`src/rtl/sit_pkg.sv`:
```
// Purpose: Shared constants and types for the status, interrupt and
//          thermal housekeeping block.
// Assumes: Registers are 8 bits wide behind the serial interface engine.
// Notes:   Offsets are register addresses on the internal register port.
package sit_pkg;
  // ----------------------------------------------------------------
  // Sizes
  // ----------------------------------------------------------------
  localparam int NCH = 2;
  localparam int RW  = 8;

  // ----------------------------------------------------------------
  // Register offsets
  // ----------------------------------------------------------------
  localparam logic [7:0] ADDR_SRC     = 8'h00;
  localparam logic [7:0] ADDR_INT_TOP = 8'h01;
  localparam logic [7:0] ADDR_INT_THM = 8'h02;
  localparam logic [7:0] ADDR_MSK_TOP = 8'h03;
  localparam logic [7:0] ADDR_MSK_THM = 8'h04;
  localparam logic [7:0] ADDR_CFG     = 8'h05;
  localparam logic [7:0] ADDR_STAT    = 8'h06;
  localparam logic [7:0] ADDR_VOUT0   = 8'h07;
  localparam logic [7:0] ADDR_RF0     = 8'h09;

  // ----------------------------------------------------------------
  // Field positions
  // ----------------------------------------------------------------
  localparam int SRC_TOP_BIT   = 0;
  localparam int SRC_THM_BIT   = 1;
  localparam int UNDERVOLTAGE_LOCKOUT_INTERRUPT_BIT = 0;
  localparam int THM_W120_BIT  = 0;
  localparam int THM_W140_BIT  = 1;
  localparam int THM_SHUT_BIT  = 2;
  localparam int THM_BITS      = 3;
  localparam int FORCE_THERMAL_MONITOR_ENABLE_BIT = 0;
  localparam int CFG_BUCK_LSB  = 1;
  localparam int STAT_MON_BIT  = 3;
  localparam int RF_RANGE_LSB  = 0;
  localparam int RF_FREQ_LSB   = 2;

  // ----------------------------------------------------------------
  // Reset values
  // ----------------------------------------------------------------
  localparam logic [7:0] MSK_TOP_RST = 8'h00;
  localparam logic [7:0] MSK_THM_RST = 8'h07;
  localparam logic [7:0] CFG_RST     = 8'h00;
  localparam logic [7:0] VOUT_RST    = 8'h00;
  localparam logic [1:0] FIELD2_RST  = 2'h0;

  // ----------------------------------------------------------------
  // Carriers
  // ----------------------------------------------------------------
  typedef struct packed {
    logic aboveShutdownThreshold;
    logic above140;
    logic above120;
    logic above105;
  } sit_therm_t;

  typedef struct packed {
    logic [7:0] outputVoltageTarget;
    logic [1:0] outputVoltageRange;
    logic [1:0] switchingFrequencySelect;
  } sit_sel_t;

  typedef struct packed {
    logic           supplyAbovePor;
    logic           undervoltage;
    logic           serialEnablePin;
    logic [NCH-1:0] outputEnablePin;
    sit_therm_t     therm;
  } sit_pins_t;

  localparam int PIN_W = $bits(sit_pins_t);
endpackage

```
`src/rtl/sit_status_interrupt_thermal_ctrl.sv`:
```
// Purpose: Thermal monitor, clear-on-read interrupts, register resets.
// Assumes: Serial engine gives one-cycle read/write strobes on core_clk.
// Notes:   Comparator and pin levels are asynchronous and synchronised.
`timescale 1ns/100ps
module sit_status_interrupt_thermal_ctrl
  import sit_pkg::*;
(
  input  wire logic                 core_clk,
  input  wire logic                 arst_n,
  input  wire sit_pins_t            pinsRaw,
  input  wire sit_sel_t [NCH-1:0]   selectionResistorDecode,
  input  wire logic [7:0]           regAddr,
  input  wire logic                 regRd,
  input  wire logic                 regWr,
  input  wire logic [RW-1:0]        regWdata,
  output logic [RW-1:0]             regRdata,
  output logic                      interruptRequestNOut,
  output logic                      interruptRequestNOe,
  output logic [NCH-1:0]            buckOn,
  output logic                      thermalMonitorActive,
  output logic                      thermalShutdown
);

  // ----------------------------------------------------------------
  // Pin synchronisers
  // ----------------------------------------------------------------
  logic [PIN_W-1:0] syncA;
  logic [PIN_W-1:0] syncB;
  sit_pins_t        pins;

  for (genvar b = 0; b < PIN_W; b++) begin : g_sync
    always_ff @(posedge core_clk or negedge arst_n) begin
      if (!arst_n) begin
        syncA[b] <= 1'b0;
        syncB[b] <= 1'b0;
      end else begin
        syncA[b] <= pinsRaw[b];
        syncB[b] <= syncA[b];
      end
    end
  end
  assign pins = sit_pins_t'(syncB);

  // ----------------------------------------------------------------
  // Shutdown and default latch
  // ----------------------------------------------------------------
  logic anyEnable;
  logic anyEnableQ;
  logic regsClear;
  logic enRise;

  assign anyEnable = pins.serialEnablePin | (|pins.outputEnablePin);
  assign regsClear = !pins.supplyAbovePor | !anyEnable;
  assign enRise    = anyEnable & !anyEnableQ & pins.supplyAbovePor;

  always_ff @(posedge core_clk or negedge arst_n) begin
    if (!arst_n) begin
      anyEnableQ <= 1'b0;
    end else begin
      anyEnableQ <= anyEnable;
    end
  end

  // ----------------------------------------------------------------
  // Register strobes
  // ----------------------------------------------------------------
  logic       rdTop;
  logic       rdThm;
  logic       wrMskTop;
  logic       wrMskThm;
  logic       wrCfg;
  logic [7:0] mskTop;
  logic [7:0] mskThm;
  logic [7:0] cfg;

  // Read clears and writes ignored in shutdown, registers sit at defaults then
  assign rdTop    = regRd & !regsClear & (regAddr == ADDR_INT_TOP);
  assign rdThm    = regRd & !regsClear & (regAddr == ADDR_INT_THM);
  assign wrMskTop = regWr & !regsClear & (regAddr == ADDR_MSK_TOP);
  assign wrMskThm = regWr & !regsClear & (regAddr == ADDR_MSK_THM);
  assign wrCfg    = regWr & !regsClear & (regAddr == ADDR_CFG);

  always_ff @(posedge core_clk or negedge arst_n) begin
    if (!arst_n) begin
      mskTop <= MSK_TOP_RST;
      mskThm <= MSK_THM_RST;
      cfg    <= CFG_RST;
    end else if (regsClear) begin
      mskTop <= MSK_TOP_RST;
      mskThm <= MSK_THM_RST;
      cfg    <= CFG_RST;
    end else begin
      if (wrMskTop) mskTop <= regWdata;
      if (wrMskThm) mskThm <= regWdata;
      if (wrCfg) cfg <= regWdata;
    end
  end

  // ----------------------------------------------------------------
  // Thermal monitor and shutdown
  // ----------------------------------------------------------------
  logic       hystHold;
  logic       monOn;
  logic       forceThermalMonitorEnable;
  logic [NCH-1:0] buckReq;

  assign forceThermalMonitorEnable = cfg[FORCE_THERMAL_MONITOR_ENABLE_BIT];
  assign buckReq = pins.outputEnablePin | cfg[CFG_BUCK_LSB +: NCH];
  assign monOn   = (|buckReq) | forceThermalMonitorEnable | hystHold;
  // Hysteresis keeps the monitor alive while the die cools
  always_ff @(posedge core_clk or negedge arst_n) begin
    if (!arst_n) begin
      hystHold <= 1'b0;
    end else if (monOn & pins.therm.above120) begin
      hystHold <= 1'b1;
    end else if (!pins.therm.above105) begin
      hystHold <= 1'b0;
    end
  end

  always_ff @(posedge core_clk or negedge arst_n) begin
    if (!arst_n) begin
      thermalMonitorActive <= 1'b0;
      thermalShutdown      <= 1'b0;
      buckOn               <= '0;
    end else begin
      thermalMonitorActive <= monOn;
      thermalShutdown <= monOn & pins.therm.aboveShutdownThreshold;
      // No sequencing: all outputs drop on the same edge
      if ((monOn & pins.therm.aboveShutdownThreshold)
          | pins.undervoltage) begin
        buckOn <= '0;
      end else begin
        buckOn <= buckReq;
      end
    end
  end

  // ----------------------------------------------------------------
  // Edge-triggered interrupt capture
  // ----------------------------------------------------------------
  logic [THM_BITS-1:0] thmCond;
  logic [THM_BITS-1:0] thmCondQ;
  logic [THM_BITS-1:0] thmRise;
  logic [THM_BITS-1:0] intThm;
  logic                uvCondQ;
  logic                uvRise;
  logic                intTop;
  // Flags are only meaningful while the monitor is running
  assign thmCond[THM_W120_BIT] = monOn & pins.therm.above120;
  assign thmCond[THM_W140_BIT] = monOn & pins.therm.above140;
  assign thmCond[THM_SHUT_BIT] =
    monOn & pins.therm.aboveShutdownThreshold;
  assign thmRise = thmCond & ~thmCondQ;
  assign uvRise  = pins.undervoltage & !uvCondQ;

  always_ff @(posedge core_clk or negedge arst_n) begin
    if (!arst_n) begin
      thmCondQ <= '0;
      uvCondQ  <= 1'b0;
    end else begin
      thmCondQ <= thmCond;
      uvCondQ  <= pins.undervoltage;
    end
  end
  // Set wins over the read clear, so no event is lost
  for (genvar i = 0; i < THM_BITS; i++) begin : g_thm
    always_ff @(posedge core_clk or negedge arst_n) begin
      if (!arst_n) begin
        intThm[i] <= 1'b0;
      end else if (regsClear) begin
        intThm[i] <= 1'b0;
      end else if (thmRise[i]) begin
        intThm[i] <= 1'b1;
      end else if (rdThm) begin
        intThm[i] <= 1'b0;
      end
    end
  end
  always_ff @(posedge core_clk or negedge arst_n) begin
    if (!arst_n) begin
      intTop <= 1'b0;
    end else if (regsClear) begin
      intTop <= 1'b0;
    end else if (uvRise) begin
      intTop <= 1'b1;
    end else if (rdTop) begin
      intTop <= 1'b0;
    end
  end

  // ----------------------------------------------------------------
  // Interrupt request pin
  // ----------------------------------------------------------------
  logic pending;
  logic [7:0] srcSummary;

  assign pending =
    (intTop & !mskTop[UNDERVOLTAGE_LOCKOUT_INTERRUPT_BIT])
    | (|(intThm & ~mskThm[THM_BITS-1:0]));
  // Open drain: only ever drives low
  always_ff @(posedge core_clk or negedge arst_n) begin
    if (!arst_n) begin
      interruptRequestNOut <= 1'b0;
      interruptRequestNOe  <= 1'b0;
    end else begin
      interruptRequestNOut <= 1'b0;
      interruptRequestNOe  <= pending;
    end
  end

  // Source indication follows its group, so a group read clears it
  assign srcSummary = {6'h00, |intThm, intTop};

  // ----------------------------------------------------------------
  // Voltage defaults per output
  // ----------------------------------------------------------------
  sit_sel_t [NCH-1:0] outCfg;

  for (genvar c = 0; c < NCH; c++) begin : g_out
    logic wrVout;
    logic wrRf;
    assign wrVout = regWr & !regsClear
                    & (regAddr == ADDR_VOUT0 + 8'(c));
    assign wrRf   = regWr & !regsClear
                    & (regAddr == ADDR_RF0 + 8'(c));
    always_ff @(posedge core_clk or negedge arst_n) begin
      if (!arst_n) begin
        outCfg[c] <= {VOUT_RST, FIELD2_RST, FIELD2_RST};
      end else if (regsClear) begin
        outCfg[c] <= {VOUT_RST, FIELD2_RST, FIELD2_RST};
      end else if (enRise) begin
        outCfg[c] <= selectionResistorDecode[c];
      end else begin
        if (wrVout) outCfg[c].outputVoltageTarget <= regWdata;
        if (wrRf) begin
          outCfg[c].outputVoltageRange <= regWdata[RF_RANGE_LSB +: 2];
          outCfg[c].switchingFrequencySelect <=
            regWdata[RF_FREQ_LSB +: 2];
        end
      end
    end
  end

  // ----------------------------------------------------------------
  // Read data
  // ----------------------------------------------------------------
  logic [7:0] next_regRdata;
  logic [7:0] rfIdx;
  logic [7:0] vIdx;

  assign vIdx  = regAddr - ADDR_VOUT0;
  assign rfIdx = regAddr - ADDR_RF0;
  always_comb begin
    next_regRdata = 8'h00;
    case (regAddr)
      ADDR_SRC:     next_regRdata = srcSummary;
      ADDR_INT_TOP: next_regRdata = {7'h00, intTop};
      ADDR_INT_THM: next_regRdata = {5'h00, intThm};
      ADDR_MSK_TOP: next_regRdata = mskTop;
      ADDR_MSK_THM: next_regRdata = mskThm;
      ADDR_CFG:     next_regRdata = cfg;
      ADDR_STAT:    next_regRdata = {4'h0, monOn, pins.therm.above140,
                                     pins.therm.above120, hystHold};
      default: begin
        if (vIdx < 8'(NCH)) begin
          next_regRdata = outCfg[vIdx[0]].outputVoltageTarget;
        end else if (rfIdx < 8'(NCH)) begin
          next_regRdata = {4'h0,
            outCfg[rfIdx[0]].switchingFrequencySelect,
            outCfg[rfIdx[0]].outputVoltageRange};
        end
      end
    endcase
  end

  always_ff @(posedge core_clk or negedge arst_n) begin
    if (!arst_n) begin
      regRdata <= 8'h00;
    end else if (regRd) begin
      regRdata <= next_regRdata;
    end
  end

endmodule // sit_status_interrupt_thermal_ctrl
```
`config.mk`:
```
export PLATFORM = sky130hd
export DESIGN_NAME = sit_status_interrupt_thermal_ctrl
export DESIGN_NICKNAME = d
export VERILOG_FILES = /design/src/rtl/sit_pkg.sv /design/src/rtl/sit_status_interrupt_thermal_ctrl.sv
export SDC_FILE = /design/constraint.sdc
export NUM_CORES = 1
export LEC_CHECK = 0
export ABC_AREA = 0
export BUFFER_PORTS_ARGS = -buffer_cell sky130_fd_sc_hd__buf_2
export CORE_MARGIN = 4
export CORE_UTILIZATION = 50
export DETAILED_ROUTE_END_ITERATION = 16
export HOLD_SLACK_MARGIN = 0.15
export PLACE_DENSITY = 0.78
export REMOVE_ABC_BUFFERS = 1
export SLEW_MARGIN = 20
export SYNTH_ARGS = -nofsm -noshare
export SYNTH_HDL_FRONTEND = slang
export SYNTH_SLANG_ARGS = --single-unit
```
`constraint.sdc`:
```
create_clock -name core_clk -period 2.4 [get_ports core_clk]
set_input_delay 0.12 -clock core_clk [delete_from_list [all_inputs] [get_ports core_clk]]
set_output_delay 0.12 -clock core_clk [all_outputs]
set_load 0.02 [all_outputs]
```
# Yosys cells after proc, flatten, opt, wreduce, memory -nomap -nowiden
# Cells that the tools add are included.
[classes]
n_reduce_logical = 22
addsub = 2
magnitude_cmp = 4
mul = 0
bitwise = 29
n_mux = 34
div = 0
eq_ne = 11
shift = 0
[ops]
columns = ["cell", "n"]
rows = [
  ["12-bit two-way mux", 6],
  ["8-bit two-way mux", 9],
  ["8-bit case mux with 7 select lines", 1],
  ["8-bit by 3-bit == test with 1-bit output, second input constant", 4],
  ["8-bit by 4-bit == test with 1-bit output, second input constant", 3],
  ["3-bit nonzero test", 8],
  ["4-bit two-way mux", 5],
  ["1-bit AND", 18],
  ["8-bit by 2-bit == test with 1-bit output, second input constant", 2],
  ["8-bit by 2-bit < comparator with 1-bit output, second input constant", 2],
  ["1-bit two-way mux", 12],
  ["8-bit by 1-bit == test with 1-bit output, second input constant", 1],
  ["8-bit logical NOT", 1],
  ["8-bit by 3-bit subtractor with 8-bit output, second input constant", 1],
  ["8-bit by 4-bit subtractor with 8-bit output, second input constant", 1],
  ["3-bit AND", 2],
  ["1-bit logical NOT", 6],
  ["3-bit inverter", 2],
  ["1-bit bitwise OR", 6],
  ["2-bit nonzero test", 3],
  ["3-bit OR reduction", 2],
  ["1-bit by 2-bit < comparator with 1-bit output, second input constant", 2],
  ["2-bit OR reduction", 2],
  ["2-bit two-way mux", 1],
  ["other kinds (2)", 2],
]
[totals]
in_bits = 53
ram_bits = 0
n_memories = 0
latch_bits = 0
reg_bits = 89
output_inout_bits = 14
mem_bits_ro = 0
elab_cells = 142

# Longest topological paths before layout
[depth]
ltp_word = 10
mapped_depth = 10
ltp_nobuf = 7

# Worst setup path before layout
# Ideal clock, no wire load.
[synth_timing]
kind = "input to register"
startpoint = "input regAddr[0]"
endpoint = "register regRdata[2]"
required_ps = 2265
setup_ps = 135
stages = 10
path_slack_ps = -20
arrival_ps = 2284
n_path_buf = 3
path_cell_list = "clkbuf_1 buf_1 inv_1 ha_1 clkbuf_1 or3_1 o21ai_0 nor2_1 a221oi_1 o22ai_1"
[synth_via]
elab_chain_len = 6
word_cells_on_any_way = 18
cone_classes = "add/sub: 2; order compare: 2; eq/ne: 6; mux: 7; reduce/logical: 1"
[synth_lines]
columns = ["item", "line", "rtl"]
rows = [
  ["from (decl)", "sit_status_interrupt_thermal_ctrl.sv:12", "input wire logic [7:0] regAddr,"],
  ["branches (longest 5 deep; another with 8-bit by 4-bit subtractor with 8-bit output)", "--", ""],
  ["8-bit case mux with 7 select lines (*)", "sit_status_interrupt_thermal_ctrl.sv:256", "case (regAddr)"],
  ["to (signal assigned)", "sit_status_interrupt_thermal_ctrl.sv:281", "regRdata <= next_regRdata;"],
  ["to (decl)", "sit_status_interrupt_thermal_ctrl.sv:16", "output logic [RW-1:0] regRdata,"],
]
# Mark *: on every way between the ends. The select of a mux whose other input is x is not followed.
# A chain may end at the register's enable or synchronous reset.

# Worst setup path after layout
[layout_timing]
startpoint = "register syncB[5], in the netlist pins[5]"
endpoint = "register outCfg[13] (netlist name)"
[layout_via]
elab_chain_len = 8
word_cells_on_any_way = 12
cone_classes = "mux: 2; bitwise: 6; reduce/logical: 4"
[layout_lines]
columns = ["item", "line", "rtl"]
rows = [
  ["from (decl)", "sit_status_interrupt_thermal_ctrl.sv:28", "logic [PIN_W-1:0] syncB;"],
  ["from (signal, indexed assignment)", "sit_status_interrupt_thermal_ctrl.sv:38", "syncB[b] <= syncA[b];"],
  ["2-bit OR reduction (*)", "sit_status_interrupt_thermal_ctrl.sv:52", "assign anyEnable = pins.serialEnablePin | (|pins.outputEnablePin);"],
  ["1-bit bitwise OR (*)", "sit_status_interrupt_thermal_ctrl.sv:52", ""],
  ["1-bit logical NOT", "sit_status_interrupt_thermal_ctrl.sv:53", "assign regsClear = !pins.supplyAbovePor | !anyEnable;"],
  ["1-bit bitwise OR", "sit_status_interrupt_thermal_ctrl.sv:53", ""],
  ["1-bit logical NOT", "sit_status_interrupt_thermal_ctrl.sv:225", "assign wrRf = regWr & !regsClear"],
  ["1-bit AND", "sit_status_interrupt_thermal_ctrl.sv:225", ""],
  ["1-bit AND", "sit_status_interrupt_thermal_ctrl.sv:226", "& (regAddr == ADDR_RF0 + 8'(c));"],
  ["3-bit nonzero test (no source line)", "--", ""],
  ["to (signal, indexed assignment)", "sit_status_interrupt_thermal_ctrl.sv:229", "outCfg[c] <= {VOUT_RST, FIELD2_RST, FIELD2_RST};"],
  ["to (signal, indexed assignment)", "sit_status_interrupt_thermal_ctrl.sv:231", "outCfg[c] <= {VOUT_RST, FIELD2_RST, FIELD2_RST};"],
  ["to (signal, indexed assignment)", "sit_status_interrupt_thermal_ctrl.sv:233", "outCfg[c] <= selectionResistorDecode[c];"],
  ["to (decl)", "sit_status_interrupt_thermal_ctrl.sv:218", "sit_sel_t [NCH-1:0] outCfg;"],
]
# Every way passes the cells marked *; elsewhere a longest branch is shown, timed or not.

==> impl_metrics.tcl <==
set metrics [dict create \
    startpoint "pins[5]$_DFF_PN0_" \
    holdPathEnd "outCfg[5]$_DFFE_PN0P_" \
    drt_iter0_markers 321 \
    vias 3600 \
    post_cts_buffers 0 \
    endpoint_kind "register" \
    dr.pass1.iters 5 \
    ctsLongestPathBuffers 2 \
    utilization_pct 63.5 \
    cts_tree "yes" \
    cap_violations 0 \
    critPathKind "register to register" \
    gp_congestion 0.922 \
    post-route-min-period_ns 2.29 \
    synth.avg_cell_area_sq_um 10.3 \
    crit_path_max_fanout 15 \
    route.detailed.drc 0 \
    synth_edf_count 0 \
    syn_area_sq_um 4240 \
    hpwl_mm 7.50 \
    die_h_microns 100 \
    fin_hold_ws_ns 0.152 \
    critPathLaunchType "register" \
    grt_pass1_wl_mm 17.8 \
    reg2reg_from "pins[5]$_DFF_PN0_" \
    power_frac_seq_pct 52.6 \
    power_frac_clock_pct 34.9 \
    grt_max_degree 51 \
    power_density_nw_per_um2 574 \
    worstReg2RegEnd "outCfg[13]$_DFFE_PN0P_" \
    rows 33 \
    combPwrFrac_pct 12.5 \
    syn_inst 411 \
    fillers 660 \
    switchingPower_mw 0.876 \
    path_delay_family "buffers and inverters" \
    period_share_pct 95.5 \
    area_delta_synth_final_pct 23.1 \
    hp-start "selectionResistorDecode[5]" \
    ys_seq_elements 88 \
    cp_cell_sequence "o31ai_4 -> buf_4 -> nor2_1 -> nor2_1 -> o2bb2ai_1 -> dlygate4sd3_1" \
    synthDistinctLibCells 53 \
    p_total_mw 2.99 \
    p_leak_nw 2.51 \
    die_w_microns 100 \
    grt_overflow 0 \
    ios 67 \
    synth_compound_area_share_pct 16.2 \
    holdPathStages 4 \
    core_area_sq_um 8220 \
    wl_per_cell_microns 17.5 \
    clk_pin_slew_ns 0.10 \
    finClkSkew_ns 0.00783 \
    insertion_delay_ns 0.36 \
    worst-path-buf-inv 2 \
    grt_pass1_vias 3721 \
    fmax_ghz 0.437 \
    cts_made_buffers 9 \
    yosys_warnings 0 \
    worst_slack_ns 0.109 \
    viasPerCell 5.85 \
    synth.top_cell.area_share_pct 50.2 \
    yosys.area_share.simple_pct 16.6 \
    intPower_mw 2.12 \
    cp.required_ns 2.71 \
    slew_viol_final 0 \
    synth.area.mux_share_pct 9.69 \
    synth_xor_area_share_pct 0 \
    pre_cts_ws_ns 0.273 \
    register_area_sq_um 2210 \
    cp_common_cell "nor2_1" \
    critPathMaxStageDelay_ns 0.56 \
    cts_root_buffer "clkbuf_8" \
    reg2reg_slack_ns 0.11 \
    rsz0062_at_grt "false" \
    hp-class "input port to register" \
    irDropWorstVdd_mv 0.531 \
    multi_input_area_sq_um 1880 \
    synth_area_leaders "dfrtp_1, mux2i_1, mux2_2" \
    outcome "completed" \
    relSlewSlack_pct 56.5 \
    synth_ff_type "dfrtp_1" \
    cts.sinks 88 \
    cts_htree_levels 3 \
    cp.arrival_ns 2.60 \
    async_flop_share_pct 100 \
    diodes 0 \
    io_buffers 65 \
    setup_viol 0 \
    slowest_stage "dlygate4sd3_1" \
    drive_gt1_share_pct 24.9 \
    synth_top_area_cell "dfrtp_1" \
    final_nets 563 \
    p_sw_share_pct 29.3 \
    drt_wl_total_mm 10.8 \
    ys_seq_area_share_pct 52.1 \
    tightest_slew_ns 0.653 \
    start_util_pct 51.5 \
    grt_use_total_pct 22.4 \
    synth_top_family_by_area "simple AND/OR/NAND/NOR gates" \
    worst_r2r_path_depth 6 \
    ant_nets 0 \
    die_area_sq_um 10000 \
    grt_antenna_before_repair 0 \
    synth_adder_area_share_pct 1.48 \
    finalHoldViolCount 0 \
]
[per-layer routing]
metal / vias to the layer above / GRT usage, % / wire [microns]
met4: 0 / 7.36 / 232
met1: 1761 / 29.9 / 4500
met5: - / 0 / 0
li1: 1664 / - / -
met2: 149 / 37.0 / 5250
met3: 26 / 4.52 / 774
[power groups by stage]
stage          clock, mW  sequential, mW  combinational (mW)
3_5_place_dp           0            1.60               0.338
3_3_place_gp           0            1.60               0.330
5_1_grt             1.11            1.58               0.412
4_1_cts             1.05            1.57               0.374
6_report            1.04            1.57               0.375
2_1_floorplan          0            1.61               0.141
[logic make-up (layout without fill, tap and decap cells)]
kind of cell | after synthesis | after routing
AOI/OAI and AO/OA | 101 | 101
adders and majority gates | 5 | 5
buffers and inverters | 40 | 139
DFF | 88 | 88
muxes | 39 | 39
other | 1 | 1
and+or+nand+nor | 137 | 137
[metrics by stage]
| step | area [sq um] | setup TNS (ns) | instances |
|---|---|---|---|
| 4_1_cts | 5210 | 0 | 615 |
| 2_1_floorplan | 4120 | -62.17 | 385 |
| 3_3_place_gp | 4730 | 0 | 571 |
| 6_report | 5210 | 0 | 615 |
| 5_1_grt | 5210 | 0 | 615 |
| 3_5_place_dp | 4730 | 0 | 571 |
[cells in the final DEF, fill, tap and decap left out, drive strengths merged, types with 2 or more instances in the layout]
cell	count
a21oi	25
a221oi	2
a222oi	2
a22oi	10
a31oi	20
and2	4
buf	81
clkbuf	9
dfrtp	85
dfstp	3
dlygate4sd3	28
ha	5
inv	20
mux2	16
mux2i	23
nand2	31
nand3	21
nand3b	3
nor2	42
nor2b	19
nor3	4
nor4	2
nor4b	2
o21ai	15
o22ai	2
o2bb2ai	11
or3	2
or4	3
[cell usage after synthesis, drive strengths merged (5+ instances only)]
master / number
nor2: 42
mux2: 16
ha: 5
clkbuf: 21
a21oi: 25
nand3: 21
o2bb2ai: 11
a31oi: 20
a22oi: 10
buf: 5
nor2b: 19
nand2: 31
o21ai: 15
inv: 14
dfrtp: 85
mux2i: 23
[registers in the layout (all words and copies together), names as in the netlist]
name / flops
anyEnableQ: 1
intThm: 3
syncA: 9
buckOn: 2
pins: 9
interruptRequestNOe: 1
intTop: 1
uvCondQ: 1
mskThm: 8
thmCondQ: 2
mskTop: 8
thermalMonitorActive: 1
hystHold: 1
outCfg: 24
cfg: 8
thermalShutdown: 1
regRdata: 8
[what timing repair did]
action | CTS | global route
resized for setup | 0 | 1
endpoints found under the hold margin | 102 | 0
hold buffers | 28 | 0
endpoints found under the setup margin | 0 | 1
[worst min-delay path, delay by kind of cell]
kind / cells / cell delay (ns)
simple gates: 1 / 0.11
compound gates: 2 / 0.17
buf+inv: 1 / 0.07
[final cells by class]
type	count	share of cell area, %
Timing Repair Buffer	109	14.2
Clock inverter	7	1.46
Inverter	14	1.01
Clock buffer	9	2.38
Tap cell	105	2.52
Sequential cell	88	42.3
Multi-Input combinational cell	283	36.1
[worst max path at each step]
stage / to / slack (ns) / depth (start not counted)
4_1_cts: outCfg[13]$_DFFE_PN0P_ / 0.05 / 6
5_1_grt: outCfg[13]$_DFFE_PN0P_ / 0.009 / 6
6_report: outCfg[13]$_DFFE_PN0P_ / 0.11 / 6
3_5_place_dp: outCfg[23]$_DFFE_PN0P_ / 0.27 / 5
3_3_place_gp: outCfg[23]$_DFFE_PN0P_ / 0.32 / 5
2_1_floorplan: outCfg[10]$_DFFE_PN0P_ / -1.83 / 4
Power figures use the tool's default switching activity.
